===== src/rtl/mem_access_pkg.sv =====
package mem_access_pkg;

	// Timing of the internal state sequence, counted in oscillator clocks
	localparam int OSC_PER_STATE        = 2;
	localparam int STATES_PER_MACHINE   = 6;
	localparam int OSC_PER_MACHINE      = OSC_PER_STATE * STATES_PER_MACHINE;
	localparam int RESET_MACHINE_CYCLES = 2;
	localparam int RESET_HOLD_OSC       = RESET_MACHINE_CYCLES * OSC_PER_MACHINE;

	// Last machine state, the states that carry the address phase, and the last state of each strobe
	localparam logic [2:0] LAST_STATE    = 3'h5;
	localparam logic [2:0] ADDR_STATE_A  = 3'h0;
	localparam logic [2:0] ADDR_STATE_B  = 3'h3;
	localparam logic [2:0] STROBE_END_A  = 3'h2;
	localparam logic [2:0] STROBE_END_B  = 3'h5;

	// Register indices; byte address is four times the index
	localparam logic [9:0] CHIP_CONTROL_INDEX = 10'h0bf;
	localparam logic [9:0] UNLOCK_INDEX       = 10'h0f6;
	localparam logic [9:0] STATUS_INDEX       = 10'h100;
	localparam logic [9:0] HIGH_PORT_INDEX    = 10'h101;

	localparam logic [7:0] CHIP_CONTROL_RESET = 8'h00;
	localparam logic [7:0] CHIP_CONTROL_MASK  = 8'h9f;
	localparam int         AUX_ENABLE_BIT     = 4;
	localparam logic [7:0] UNLOCK_RESET       = 8'h00;
	localparam logic [7:0] UNLOCK_KEY_FIRST   = 8'h87;
	localparam logic [7:0] UNLOCK_KEY_SECOND  = 8'h59;
	localparam logic [7:0] HIGH_PORT_RESET    = 8'hff;
	localparam logic [7:0] PORT_RELEASED      = 8'hff;

	// Address limits
	localparam logic [7:0] DIRECT_TOP = 8'h7f;
	localparam logic [7:0] AUX_PAGE   = 8'h00;

	// Status register bit positions
	localparam int STATUS_AUX_ENABLED = 0;
	localparam int STATUS_UNLOCKED    = 1;
	localparam int STATUS_BUSY        = 2;
	localparam int STATUS_IN_RESET    = 3;
	localparam int STATUS_EXT_SELECT  = 4;

	typedef enum logic [2:0] {
		KIND_FETCH          = 3'b000,
		KIND_DIRECT_READ    = 3'b001,
		KIND_DIRECT_WRITE   = 3'b010,
		KIND_INDIRECT_READ  = 3'b011,
		KIND_INDIRECT_WRITE = 3'b100,
		KIND_XDATA_READ     = 3'b101,
		KIND_XDATA_WRITE    = 3'b110
	} access_kind_type;

	typedef enum logic [1:0] {
		UNLOCK_LOCKED  = 2'b00,
		UNLOCK_HALFWAY = 2'b01,
		UNLOCK_OPEN    = 2'b10
	} unlock_stage_type;

endpackage


===== src/rtl/ram_port_if.sv =====
`timescale 1ns/10ps
interface ram_port_if #(
	parameter int ADDR_WIDTH = 8,
	parameter int DATA_WIDTH = 8
);
	logic                  we;
	logic [ADDR_WIDTH-1:0] addr;
	logic [DATA_WIDTH-1:0] wdata;
	logic [DATA_WIDTH-1:0] rdata;

	modport owner  (output we, output addr, output wdata, input rdata);
	modport memory (input we, input addr, input wdata, output rdata);
endinterface


===== src/rtl/byte_ram.sv =====
`timescale 1ns/10ps
module byte_ram #(
	parameter int ADDR_WIDTH = 8,
	parameter int DATA_WIDTH = 8,
	parameter int DEPTH      = 256
) (
	input  wire logic    pclk,
	ram_port_if.memory   port
);
	logic [DATA_WIDTH-1:0] mem [DEPTH];

	generate
		if (DEPTH != (1 << ADDR_WIDTH)) begin : g_bad_depth
			$error("byte_ram depth must fill the address range");
		end
	endgenerate

	// Contents are not reset, as in the real array
	always_ff @(posedge pclk) begin
		if (port.we) begin
			mem[port.addr] <= port.wdata;
		end
	end

	assign port.rdata = mem[port.addr];
endmodule


===== src/rtl/data_memory_access_unit.sv =====
// How it works
// - With external select high, no program address or data appears on bus.
// - Program strobe low while low port is released for external code bytes.
// - Fetches from internal program memory never pulse the program strobe.
// - Address latch strobe marks the low address byte on the multiplexed port.
// - Address latch strobe runs at one sixth of the oscillator rate.
// - Reset pin high for two machine cycles resets the device.
// - High port carries upper address on bus cycles except bank-pointer moves, else the port latch with ones pulled up.
// - 512 bytes inside: a 256-byte scratchpad plus a 256-byte auxiliary bank.
// - Scratchpad 00-7f reachable directly and through bank pointers.
// - Scratchpad 80-ff reachable only through bank pointers.
// - Auxiliary bank reached by external data moves, bank pointer or 16-bit.
// - External data moves above ff still run an external bus cycle.
// - Any reset disables the auxiliary bank.
// - Bit 4 of chip control enables the auxiliary bank.
// - Enabled bank makes every bank-pointer external data move go inside.
// - Auxiliary accesses leave ports and strobes untouched.
// - Oscillator is divided by two before use.
//
// Register access over APB was left to the implementer.
`timescale 1ns/10ps
module data_memory_access_unit #(
	parameter int HOLD_MACHINE_CYCLES = mem_access_pkg::RESET_MACHINE_CYCLES
) (
	input  wire logic        pclk,
	input  wire logic        presetn,
	input  wire logic [11:0] paddr,
	input  wire logic        psel,
	input  wire logic        penable,
	input  wire logic        pwrite,
	input  wire logic [31:0] pwdata,
	input  wire logic [3:0]  pstrb,
	output logic      [31:0] prdata,
	output logic             pready,
	output logic             pslverr,
	input  wire logic        reset_pin,
	input  wire logic        external_access_select,
	input  wire logic        core_req,
	input  wire logic [2:0]  core_kind,
	input  wire logic [15:0] core_addr,
	input  wire logic [7:0]  core_wdata,
	input  wire logic        core_via_bank_pointer,
	output logic             core_busy,
	output logic             core_done,
	output logic             core_error,
	output logic      [7:0]  core_rdata,
	output logic             device_reset,
	output logic             address_latch_strobe,
	output logic             program_store_strobe_n,
	output logic             read_strobe_n,
	output logic             write_strobe_n,
	input  wire logic [7:0]  low_address_data_port_in,
	output logic      [7:0]  low_address_data_port_out,
	output logic             low_address_data_port_oe_n,
	input  wire logic [7:0]  high_address_port_in,
	output logic      [7:0]  high_address_port_out,
	output logic      [7:0]  high_address_port_oe_n
);
	localparam int HOLD_OSC  = HOLD_MACHINE_CYCLES
		* mem_access_pkg::OSC_PER_MACHINE;
	localparam int HOLD_W    = $clog2(HOLD_OSC + 1);
	localparam logic [HOLD_W-1:0] HOLD_COUNT = HOLD_W'(HOLD_OSC);
	localparam int BUS_WAIT_MAX = 12;

	generate
		if (HOLD_MACHINE_CYCLES < 1) begin : g_bad_hold
			$error("reset hold must be at least one machine cycle");
		end
	endgenerate

	typedef enum logic [2:0] {
		ST_IDLE   = 3'b000,
		ST_LOCAL  = 3'b001,
		ST_WAIT   = 3'b010,
		ST_ADDR   = 3'b011,
		ST_STROBE = 3'b100
	} unit_state_type;

	unit_state_type                     state;
	unit_state_type                     next_state;
	mem_access_pkg::access_kind_type    cur_kind;
	mem_access_pkg::unlock_stage_type   unlock_stage;
	logic [15:0]       cur_addr;
	logic [7:0]        cur_wdata;
	logic              cur_on_bus;
	logic              cur_use_high;
	logic              cur_aux;
	logic              phase;
	logic [2:0]        mstate;
	logic [2:0]        next_mstate;
	logic [HOLD_W-1:0] reset_count;
	logic [7:0]        chip_control;
	logic [7:0]        high_port_latch;
	logic              aux_enable;
	logic              unlocked;
	logic              accept;
	logic              is_xdata;
	logic              is_write;
	logic              direct_bad;
	logic              go_aux;
	logic              go_bus;
	logic              slot_next;
	logic              strobe_end;
	logic              drive_addr;
	logic              in_strobe;
	logic              finish;
	logic              apb_setup;
	logic              apb_write;
	logic [9:0]        reg_index;
	logic              reg_hit;
	logic [7:0]        read_byte;
	logic [7:0]        status;

	ram_port_if scratch_port ();
	ram_port_if aux_port ();

	byte_ram scratch_ram (
		.pclk (pclk),
		.port (scratch_port.memory)
	);

	byte_ram aux_ram (
		.pclk (pclk),
		.port (aux_port.memory)
	);

	assign aux_enable = chip_control[mem_access_pkg::AUX_ENABLE_BIT];
	assign unlocked   = (unlock_stage == mem_access_pkg::UNLOCK_OPEN);

	// Oscillator halved into machine states of two clocks each
	always_ff @(posedge pclk or negedge presetn) begin
		if (!presetn) begin
			phase <= 1'b0;
		end else begin
			phase <= ~phase;
		end
	end

	always_comb begin
		next_mstate = mstate;
		if (phase) begin
			next_mstate = (mstate == mem_access_pkg::LAST_STATE) ? 3'h0
				: 3'(mstate + 3'h1);
		end
	end

	always_ff @(posedge pclk or negedge presetn) begin
		if (!presetn) begin
			// Starts in the last state so the first latch pulse is full length
			mstate <= mem_access_pkg::LAST_STATE;
		end else begin
			mstate <= next_mstate;
		end
	end

	// Latch strobe runs free, two of every six clocks
	always_ff @(posedge pclk or negedge presetn) begin
		if (!presetn) begin
			address_latch_strobe <= 1'b0;
		end else begin
			address_latch_strobe <=
				(next_mstate == mem_access_pkg::ADDR_STATE_A) ||
				(next_mstate == mem_access_pkg::ADDR_STATE_B);
		end
	end

	// Short pulses on the pin never reach the count, which filters glitches
	always_ff @(posedge pclk or negedge presetn) begin
		if (!presetn) begin
			reset_count  <= '0;
			device_reset <= 1'b0;
		end else begin
			if (!reset_pin) begin
				reset_count <= '0;
			end else if (reset_count != HOLD_COUNT) begin
				reset_count <= HOLD_W'(reset_count + 1'b1);
			end
			device_reset <= reset_pin && (reset_count == HOLD_COUNT);
		end
	end

	// Request decode
	assign is_xdata   = (core_kind == mem_access_pkg::KIND_XDATA_READ) ||
		(core_kind == mem_access_pkg::KIND_XDATA_WRITE);
	assign accept     = (state == ST_IDLE) && core_req && !device_reset;
	assign go_aux     = is_xdata && aux_enable && (core_via_bank_pointer ||
		core_addr[15:8] == mem_access_pkg::AUX_PAGE);
	assign go_bus     = (core_kind == mem_access_pkg::KIND_FETCH)
		? !external_access_select
		: (is_xdata && !go_aux);
	assign is_write   = (cur_kind == mem_access_pkg::KIND_DIRECT_WRITE) ||
		(cur_kind == mem_access_pkg::KIND_INDIRECT_WRITE) ||
		(cur_kind == mem_access_pkg::KIND_XDATA_WRITE);
	assign direct_bad = ((cur_kind == mem_access_pkg::KIND_DIRECT_READ) ||
		(cur_kind == mem_access_pkg::KIND_DIRECT_WRITE)) &&
		(cur_addr[7:0] > mem_access_pkg::DIRECT_TOP);
	assign slot_next  = phase && ((mstate == mem_access_pkg::LAST_STATE) ||
		(mstate == mem_access_pkg::STROBE_END_A));
	assign strobe_end = phase && ((mstate == mem_access_pkg::STROBE_END_A) ||
		(mstate == mem_access_pkg::STROBE_END_B));
	assign finish     = (state == ST_LOCAL) ||
		((state == ST_STROBE) && strobe_end);

	always_ff @(posedge pclk or negedge presetn) begin
		if (!presetn) begin
			cur_kind     <= mem_access_pkg::KIND_FETCH;
			cur_addr     <= 16'h0000;
			cur_wdata    <= 8'h00;
			cur_on_bus   <= 1'b0;
			cur_use_high <= 1'b0;
			cur_aux      <= 1'b0;
		end else if (accept) begin
			cur_kind     <= mem_access_pkg::access_kind_type'(core_kind);
			cur_addr     <= core_addr;
			cur_wdata    <= core_wdata;
			cur_on_bus   <= go_bus;
			// Bank-pointer moves keep the port latch on the high pins
			cur_use_high <= go_bus && !(is_xdata && core_via_bank_pointer);
			cur_aux      <= go_aux;
		end
	end

	always_comb begin
		next_state = state;
		case (state)
			ST_IDLE: begin
				if (accept) begin
					next_state = go_bus ? ST_WAIT : ST_LOCAL;
				end
			end
			ST_LOCAL: begin
				next_state = ST_IDLE;
			end
			ST_WAIT: begin
				if (slot_next) begin
					next_state = ST_ADDR;
				end
			end
			ST_ADDR: begin
				if (phase) begin
					next_state = ST_STROBE;
				end
			end
			ST_STROBE: begin
				if (strobe_end) begin
					next_state = ST_IDLE;
				end
			end
			default: begin
				next_state = ST_IDLE;
			end
		endcase
		if (device_reset) begin
			next_state = ST_IDLE;
		end
	end

	always_ff @(posedge pclk or negedge presetn) begin
		if (!presetn) begin
			state <= ST_IDLE;
		end else begin
			state <= next_state;
		end
	end

	// Internal banks; only the local state touches them
	always_comb begin
		scratch_port.we    = (state == ST_LOCAL) && !cur_on_bus && !cur_aux
			&& is_write && !direct_bad;
		scratch_port.addr  = cur_addr[7:0];
		scratch_port.wdata = cur_wdata;
		aux_port.we        = (state == ST_LOCAL) && cur_aux && is_write;
		aux_port.addr      = cur_addr[7:0];
		aux_port.wdata     = cur_wdata;
	end

	always_ff @(posedge pclk or negedge presetn) begin
		if (!presetn) begin
			core_busy  <= 1'b0;
			core_done  <= 1'b0;
			core_error <= 1'b0;
			core_rdata <= 8'h00;
		end else begin
			core_busy  <= (next_state != ST_IDLE);
			core_done  <= finish && !device_reset;
			core_error <= finish && direct_bad && !device_reset;
			if (state == ST_STROBE && strobe_end) begin
				core_rdata <= low_address_data_port_in;
			end else if (state == ST_LOCAL) begin
				if (cur_aux) begin
					core_rdata <= aux_port.rdata;
				end else if (cur_kind == mem_access_pkg::KIND_FETCH ||
					direct_bad) begin
					core_rdata <= 8'h00;
				end else begin
					core_rdata <= scratch_port.rdata;
				end
			end
		end
	end

	// Pins follow the next state so they change on the bus slot edges
	assign drive_addr = (next_state == ST_ADDR);
	assign in_strobe  = (next_state == ST_STROBE);

	always_ff @(posedge pclk or negedge presetn) begin
		if (!presetn) begin
			low_address_data_port_out  <= mem_access_pkg::PORT_RELEASED;
			low_address_data_port_oe_n <= 1'b1;
		end else if (drive_addr) begin
			low_address_data_port_out  <= cur_addr[7:0];
			low_address_data_port_oe_n <= 1'b0;
		end else if (in_strobe && is_write) begin
			low_address_data_port_out  <= cur_wdata;
			low_address_data_port_oe_n <= 1'b0;
		end else begin
			// Released while reading so external data can drive it
			low_address_data_port_out  <= mem_access_pkg::PORT_RELEASED;
			low_address_data_port_oe_n <= 1'b1;
		end
	end

	always_ff @(posedge pclk or negedge presetn) begin
		if (!presetn) begin
			program_store_strobe_n <= 1'b1;
			read_strobe_n          <= 1'b1;
			write_strobe_n         <= 1'b1;
		end else begin
			program_store_strobe_n <= !(in_strobe &&
				cur_kind == mem_access_pkg::KIND_FETCH);
			read_strobe_n  <= !(in_strobe &&
				cur_kind == mem_access_pkg::KIND_XDATA_READ);
			write_strobe_n <= !(in_strobe &&
				cur_kind == mem_access_pkg::KIND_XDATA_WRITE);
		end
	end

	// Quasi-bidirectional: ones are released to the pull-ups
	always_ff @(posedge pclk or negedge presetn) begin
		if (!presetn) begin
			high_address_port_out  <= mem_access_pkg::HIGH_PORT_RESET;
			high_address_port_oe_n <= 8'hff;
		end else if ((drive_addr || in_strobe) && cur_use_high) begin
			high_address_port_out  <= cur_addr[15:8];
			high_address_port_oe_n <= 8'h00;
		end else begin
			high_address_port_out  <= high_port_latch;
			high_address_port_oe_n <= high_port_latch;
		end
	end

	// APB slave, no wait states
	assign apb_setup = psel && !penable;
	assign apb_write = psel && penable && pready && pwrite && pstrb[0];
	assign reg_index = paddr[11:2];
	assign reg_hit   = (paddr[1:0] == 2'b00) &&
		((reg_index == mem_access_pkg::CHIP_CONTROL_INDEX) ||
		(reg_index == mem_access_pkg::UNLOCK_INDEX) ||
		(reg_index == mem_access_pkg::STATUS_INDEX) ||
		(reg_index == mem_access_pkg::HIGH_PORT_INDEX));

	always_comb begin
		status = 8'h00;
		status[mem_access_pkg::STATUS_AUX_ENABLED] = aux_enable;
		status[mem_access_pkg::STATUS_UNLOCKED]    = unlocked;
		status[mem_access_pkg::STATUS_BUSY]        = core_busy;
		status[mem_access_pkg::STATUS_IN_RESET]    = device_reset;
		status[mem_access_pkg::STATUS_EXT_SELECT]  = external_access_select;
		case (reg_index)
			mem_access_pkg::CHIP_CONTROL_INDEX: read_byte = chip_control;
			mem_access_pkg::UNLOCK_INDEX:       read_byte = {7'h00, unlocked};
			mem_access_pkg::STATUS_INDEX:       read_byte = status;
			mem_access_pkg::HIGH_PORT_INDEX:    read_byte = high_address_port_in;
			default:                            read_byte = 8'h00;
		endcase
	end

	always_ff @(posedge pclk or negedge presetn) begin
		if (!presetn) begin
			pready  <= 1'b0;
			pslverr <= 1'b0;
			prdata  <= 32'h0000_0000;
		end else begin
			pready  <= apb_setup;
			pslverr <= apb_setup && !reg_hit;
			prdata  <= (apb_setup && !pwrite && reg_hit)
				? {24'h00_0000, read_byte} : 32'h0000_0000;
		end
	end

	// Any write other than the expected key relocks, except the first key, which always restarts at halfway
	always_ff @(posedge pclk or negedge presetn) begin
		if (!presetn) begin
			unlock_stage <= mem_access_pkg::UNLOCK_LOCKED;
		end else if (device_reset) begin
			unlock_stage <= mem_access_pkg::UNLOCK_LOCKED;
		end else if (apb_write && reg_hit &&
			reg_index == mem_access_pkg::UNLOCK_INDEX) begin
			if (pwdata[7:0] == mem_access_pkg::UNLOCK_KEY_FIRST) begin
				unlock_stage <= mem_access_pkg::UNLOCK_HALFWAY;
			end else if (pwdata[7:0] == mem_access_pkg::UNLOCK_KEY_SECOND &&
				unlock_stage == mem_access_pkg::UNLOCK_HALFWAY) begin
				unlock_stage <= mem_access_pkg::UNLOCK_OPEN;
			end else begin
				unlock_stage <= mem_access_pkg::UNLOCK_LOCKED;
			end
		end
	end

	always_ff @(posedge pclk or negedge presetn) begin
		if (!presetn) begin
			chip_control <= mem_access_pkg::CHIP_CONTROL_RESET;
		end else if (device_reset) begin
			chip_control <= mem_access_pkg::CHIP_CONTROL_RESET;
		end else if (apb_write && reg_hit && unlocked &&
			reg_index == mem_access_pkg::CHIP_CONTROL_INDEX) begin
			chip_control <= pwdata[7:0] & mem_access_pkg::CHIP_CONTROL_MASK;
		end
	end

	always_ff @(posedge pclk or negedge presetn) begin
		if (!presetn) begin
			high_port_latch <= mem_access_pkg::HIGH_PORT_RESET;
		end else if (device_reset) begin
			high_port_latch <= mem_access_pkg::HIGH_PORT_RESET;
		end else if (apb_write && reg_hit &&
			reg_index == mem_access_pkg::HIGH_PORT_INDEX) begin
			high_port_latch <= pwdata[7:0];
		end
	end

	chk_ext_select_quiet: assert property (
		@(posedge pclk) disable iff (!presetn)
		(accept && core_kind == mem_access_pkg::KIND_FETCH &&
		external_access_select) |=> (!cur_on_bus &&
		program_store_strobe_n && low_address_data_port_oe_n) [*2])
		else $error("bus used while external select was high");

	chk_strobe_port_free: assert property (
		@(posedge pclk) disable iff (!presetn)
		!program_store_strobe_n |-> low_address_data_port_oe_n &&
		cur_kind == mem_access_pkg::KIND_FETCH && cur_on_bus)
		else $error("program strobe with low port driven");

	chk_internal_no_strobe: assert property (
		@(posedge pclk) disable iff (!presetn)
		(state == ST_LOCAL) |-> program_store_strobe_n ##1
		program_store_strobe_n)
		else $error("program strobe on internal access");

	chk_latch_has_addr: assert property (
		@(posedge pclk) disable iff (!presetn)
		(state == ST_ADDR) |-> address_latch_strobe &&
		!low_address_data_port_oe_n &&
		low_address_data_port_out == cur_addr[7:0])
		else $error("address missing under latch strobe");

	chk_latch_rate: assert property (
		@(posedge pclk) disable iff (!presetn)
		$rose(address_latch_strobe) |=> address_latch_strobe ##1
		!address_latch_strobe [*4] ##1 address_latch_strobe)
		else $error("latch strobe not at one sixth rate");

	chk_reset_hold: assert property (
		@(posedge pclk) disable iff (!presetn)
		(reset_count != HOLD_COUNT) |=> !device_reset)
		else $error("device reset before two machine cycles");

	chk_high_port_addr: assert property (
		@(posedge pclk) disable iff (!presetn)
		(state == ST_STROBE && cur_use_high) |->
		high_address_port_out == cur_addr[15:8] &&
		high_address_port_oe_n == 8'h00)
		else $error("upper address missing on high port");

	chk_direct_upper: assert property (
		@(posedge pclk) disable iff (!presetn)
		(accept && !device_reset &&
		(core_kind == mem_access_pkg::KIND_DIRECT_READ ||
		core_kind == mem_access_pkg::KIND_DIRECT_WRITE)) |=> ##1
		(core_done && core_error == (cur_addr[7:0] > 8'h7f)))
		else $error("direct upper scratchpad not refused");

	chk_xdata_bus: assert property (
		@(posedge pclk) disable iff (!presetn || reset_pin)
		(accept && is_xdata && !go_aux) |->
		##[1:BUS_WAIT_MAX] (!read_strobe_n || !write_strobe_n))
		else $error("external data move without bus cycle");

	chk_aux_after_reset: assert property (
		@(posedge pclk) disable iff (!presetn)
		device_reset |=> !aux_enable && !unlocked)
		else $error("auxiliary bank enabled after reset");

	chk_ctrl_locked: assert property (
		@(posedge pclk) disable iff (!presetn)
		(apb_write && !unlocked &&
		reg_index == mem_access_pkg::CHIP_CONTROL_INDEX) |=>
		$stable(chip_control))
		else $error("chip control changed while locked");

	chk_aux_quiet: assert property (
		@(posedge pclk) disable iff (!presetn)
		(state == ST_LOCAL && cur_aux) |-> $stable(read_strobe_n) &&
		$stable(write_strobe_n) && low_address_data_port_oe_n ##1
		$stable(low_address_data_port_out) && read_strobe_n)
		else $error("auxiliary access disturbed the bus");

	chk_state_halved: assert property (
		@(posedge pclk) disable iff (!presetn)
		(mstate != $past(mstate)) |-> !phase && $past(phase))
		else $error("machine state not on halved clock");
endmodule


===== config.mk =====
export PLATFORM = sky130hd
export DESIGN_NAME = data_memory_access_unit
export DESIGN_NICKNAME = d
export VERILOG_FILES = /design/src/rtl/mem_access_pkg.sv /design/src/rtl/ram_port_if.sv /design/src/rtl/byte_ram.sv /design/src/rtl/data_memory_access_unit.sv
export SDC_FILE = /design/constraint.sdc
export NUM_CORES = 2
export LEC_CHECK = 0
export ABC_AREA = 0
export ABC_CLOCK_PERIOD_IN_PS = 10400
export BUFFER_PORTS_ARGS = -buffer_cell sky130_fd_sc_hd__buf_2
export CORE_MARGIN = 2
export CORE_UTILIZATION = 60
export DETAILED_ROUTE_END_ITERATION = 7
export PLACE_DENSITY_LB_ADDON = 0.08
export SLEW_MARGIN = 20
export SYNTH_ARGS = -nofsm -noshare
export SYNTH_HDL_FRONTEND = slang
export SYNTH_HIERARCHICAL = 1
export SYNTH_SLANG_ARGS = --single-unit

===== constraint.sdc =====
create_clock -name pclk -period 10.4 [get_ports pclk]
set_input_delay 2.08 -clock pclk [delete_from_list [all_inputs] [get_ports pclk]]
set_output_delay 2.08 -clock pclk [all_outputs]
set_load 0.02 [all_outputs]

==> impl_summary.log <==
[metrics] run status: finished, final reports clean
[metrics] Reg area: 126000 um2
[metrics] Rows: 190
[metrics] area of the core region: 268000 um2
[metrics] register-to-register setup slack: 4.11 ns
[metrics] peak supply drop: 0.395 mV
[metrics] global-route wire length before repair: 548 mm
[metrics] multi-input gate area in the final layout: 33900 um2
[metrics] path type of the worst min-delay path: flop to flop
[metrics] dominant register cell in the synthesized netlist: sky130_fd_sc_hd__edfxtp_1
[metrics] clock slew seen by the registers of the worst setup and hold paths: 0.06 ns
[metrics] critical path endpoint category: flop
[metrics] final total negative setup slack: 0 ns
[metrics] unrepaired setup endpoints after global routing: no
[metrics] critical path class: flop to flop
[metrics] area added between synthesis and finish: 11.1%
[metrics] Worst Hold Margin: 0.472 ns
[metrics] clock latency at the later pin of the worst-skew pair: 0.95 ns
[metrics] peak-usage layer in the global routing report: met2
[metrics] number of buffers inserted for hold repair after clock tree synthesis: 0
[metrics] post-synthesis register bit count: 4205
[metrics] Pint: 33800 uW
[metrics] post-synthesis cell type with the largest combined area: sky130_fd_sc_hd__edfxtp_1
[metrics] die area: 274000 um2
[metrics] met1 usage in global routing: 0.398
[metrics] number of slew-limit violations in the final report: 0
[metrics] largest buffer count on any clock path: 4
[metrics] number of CTS-inserted buffers: 413
[metrics] slew at the pin closest to its max-slew limit: 1.28 ns
[metrics] worst path bufs/invs: 2
[metrics] initial standard-cell utilization of the core: 0.604
[metrics] Port Buffers: 123
[metrics] gate family responsible for the most delay along the worst path: compound AO/OA/AOI/OAI gates
[metrics] Logic pwr share: 0.265
[metrics] number of gates resized after CTS: 0
[metrics] post-synth cell types: 64
[metrics] required arrival time at the worst endpoint: 11.16 ns
[metrics] max-cap check violation count: 0
[metrics] hold violation total from the final report: 0
[metrics] share of the synthesized area in the top cell type: 0.760
[metrics] clock root buffer: sky130_fd_sc_hd__clkbuf_16
[metrics] synthesized netlist cell count: 7594
[metrics] most frequent cell after synthesis: sky130_fd_sc_hd__edfxtp_1
[metrics] Sequential Power Share: 0.439
[metrics] wire per inst: 32.4 um
[metrics] NetSw: 15200 uW
[metrics] residual overflow from global routing: 0
[metrics] Placer Congestion: 0.832
[metrics] vias in the first global route: 78800
[metrics] start point of the worst hold path: high_port_latch[1]
[metrics] final setup skew: 0.0453 ns
[metrics] arrival time at the worst endpoint: 7.05 ns
[metrics] drt first-iter violations: 9017
[metrics] Initial DRT Pass Iterations: 6
[metrics] beginning of the worst register-to-register path: cur_addr[0]
[metrics] H-Tree Depth: 5
[metrics] sum of routed wire length over all layers: 381 mm
[metrics] final count of negative-setup-slack endpoints: 0
[metrics] post-synthesis area per instance: 21.3 um2
[metrics] Die X-Extent: 523 um
[metrics] detail-routed via count per cell: 6.68
[metrics] met2 capacity usage during global routing: 0.448
[metrics] top cells by count, synth: 4096 x sky130_fd_sc_hd__edfxtp_1, 1024 x sky130_fd_sc_hd__mux4_2, 517 x sky130_fd_sc_hd__a22oi_1
[metrics] CP Max Fanout: 76
[metrics] GR Layer Usage met3: 0.0390
[metrics] sequential area share after synthesis: 0.777
[metrics] net count reported at finish: 7949
[metrics] clock tree from TritonCTS: yes
[metrics] Slew headroom: 0.145
[metrics] total I/O pin count: 175
[metrics] layout cell share with drive strength beyond 1: 0.247
[metrics] # Post-CTS Setup Buffers: 0
[metrics] Worst path max stage delay: 1.08 ns
[metrics] die height: 523 um
[metrics] residual DRC count: 0
[metrics] count of nets left with antenna violations after detail routing: 0
[metrics] Post-synth EDFFs: 4096
[metrics] maximum number of pins on one net before global-route repair: 229
[metrics] HPWL after detailed placement: 220 mm
[metrics] worst setup path startpoint: cur_addr[0]
[metrics] slowest stage cell, crit path: sky130_fd_sc_hd__dfrtp_4
[metrics] via count: 78500
[metrics] part of the power in the clock network: 0.296
[metrics] static power due to leakage: 0.0553 uW
[metrics] Switching Share: 0.310
[metrics] cell breakdown of the critical path: buf_12, buf_4, mux4_2, a22oi_1, a21oi_1, o41ai_1, nand4_1, a22o_1, o31ai_1, o21ai_0
[metrics] Yosys warning total: 6
[metrics] post-route minimum period: 6.29 ns
[metrics] Cell Area, Synth: 162000 um2
[metrics] clock sinks: 4205
[metrics] Power Dens Cells: 272 nW/um2
[metrics] Critical Path Source Type: flop
[metrics] count of filler cells inserted in the layout: 17100
[metrics] antenna violations before repair: 3
[metrics] post-route clock period utilization: 0.605
[metrics] Total GRT Usage: 0.278
[metrics] cell types occupying the most area after synthesis: sky130_fd_sc_hd__edfxtp_1 76%, sky130_fd_sc_hd__mux4_2 14%, sky130_fd_sc_hd__a22oi_1 2.4%
[metrics] fraction of registers with async set or reset after synthesis: 0.0259
[metrics] maximum clock frequency: 0.159 GHz
[metal layers]
layer / part of all wire / wire, um
met3: 0.074 / 28000
met5: 0 / 0
met4: 0.038 / 14400
met2: 0.50 / 190000
met1: 0.39 / 148000
[state kept, by name, indices dropped and copies added, names as in the netlist, 5 cells and up]
name                       flops
reset_count                    5
core_rdata                     8
high_address_port_oe_n         8
high_port_latch                8
aux_port.wdata                 8
aux_ram/mem                 2048
high_address_port_out          8
chip_control                   6
scratch_ram/mem             2048
prdata                         8
low_address_data_port_out      8
cur_addr                      16
[through the flow]
stage | worst slack, ns | cells | power, uW | cell area, um2 | utilization
6_report | 4.11 | 11800 | 49000 | 180000 | 0.671
5_1_grt | 3.74 | 11800 | 50600 | 180000 | 0.671
4_1_cts | 3.88 | 11700 | 49200 | 180000 | 0.670
3_5_place_dp | 3.89 | 11000 | 34900 | 167000 | 0.621
3_3_place_gp | 3.84 | 11000 | 34600 | 167000 | 0.621
2_1_floorplan | 2.91 | 7617 | 31200 | 162000 | -
[final cells by class]
cell class / instances / area share
diodes: 10 / 0.000139
clock buffers: 525 / 0.0608
clock inverters: 239 / 0.0119
inverters: 11 / 0.000230
multi-input cells: 2885 / 0.188
flip-flops and latches: 4205 / 0.699
well taps: 3552 / 0.0247
repair buffers: 331 / 0.0146
[cell usage in the layout, fill, tap and decap left out, types with 100 or more instances in the layout]
master	Yosys	final
sky130_fd_sc_hd__nor2_1	505	503
sky130_fd_sc_hd__clkbuf_16	0	418
sky130_fd_sc_hd__mux4_2	1024	1024
sky130_fd_sc_hd__nand2_1	146	145
sky130_fd_sc_hd__clkinv_1	0	105
sky130_fd_sc_hd__buf_2	79	122
sky130_fd_sc_hd__buf_4	56	176
sky130_fd_sc_hd__clkbuf_1	309	100
sky130_fd_sc_hd__a21oi_1	272	272
sky130_fd_sc_hd__a22oi_1	517	517
sky130_fd_sc_hd__edfxtp_1	4096	4096
[power by group through the flow]
stage	Clock (uW)	Sequential (uW)	Combinational [uW]
4_1_cts	14700	21600	13000
5_1_grt	15300	21600	13700
3_5_place_dp	0	22000	12900
3_3_place_gp	0	21900	12700
2_1_floorplan	0	23700	7440
6_report	14500	21500	13000
[worst paths after layout]
kind	to	cells after the start
min	high_address_port_oe_n[1]	1
min in group asynchronous	prdata[5]	1
max reg2reg	core_rdata[3]	10
max in group asynchronous	cur_addr[0]	2
min reg2reg	high_address_port_oe_n[1]	1
max	core_rdata[3]	10
[cells by family (layout without fill, tap and decap cells)]
kind of cell,Yosys count,in the layout,synth area share
XOR/XNOR,7,7,0.000379
AND/OR/NAND/NOR,881,881,0.0237
buffers and inverters,527,1106,0.0157
adder cells (fa/ha/maj),2,2,0.000155
multiplexers,1051,1051,0.144
AO/OA/AOI/OAI,920,920,0.0387
other,1,34,0.0000232
flip-flops,4205,4205,0.777
No activity file was read; power rests on OpenSTA's default activity.
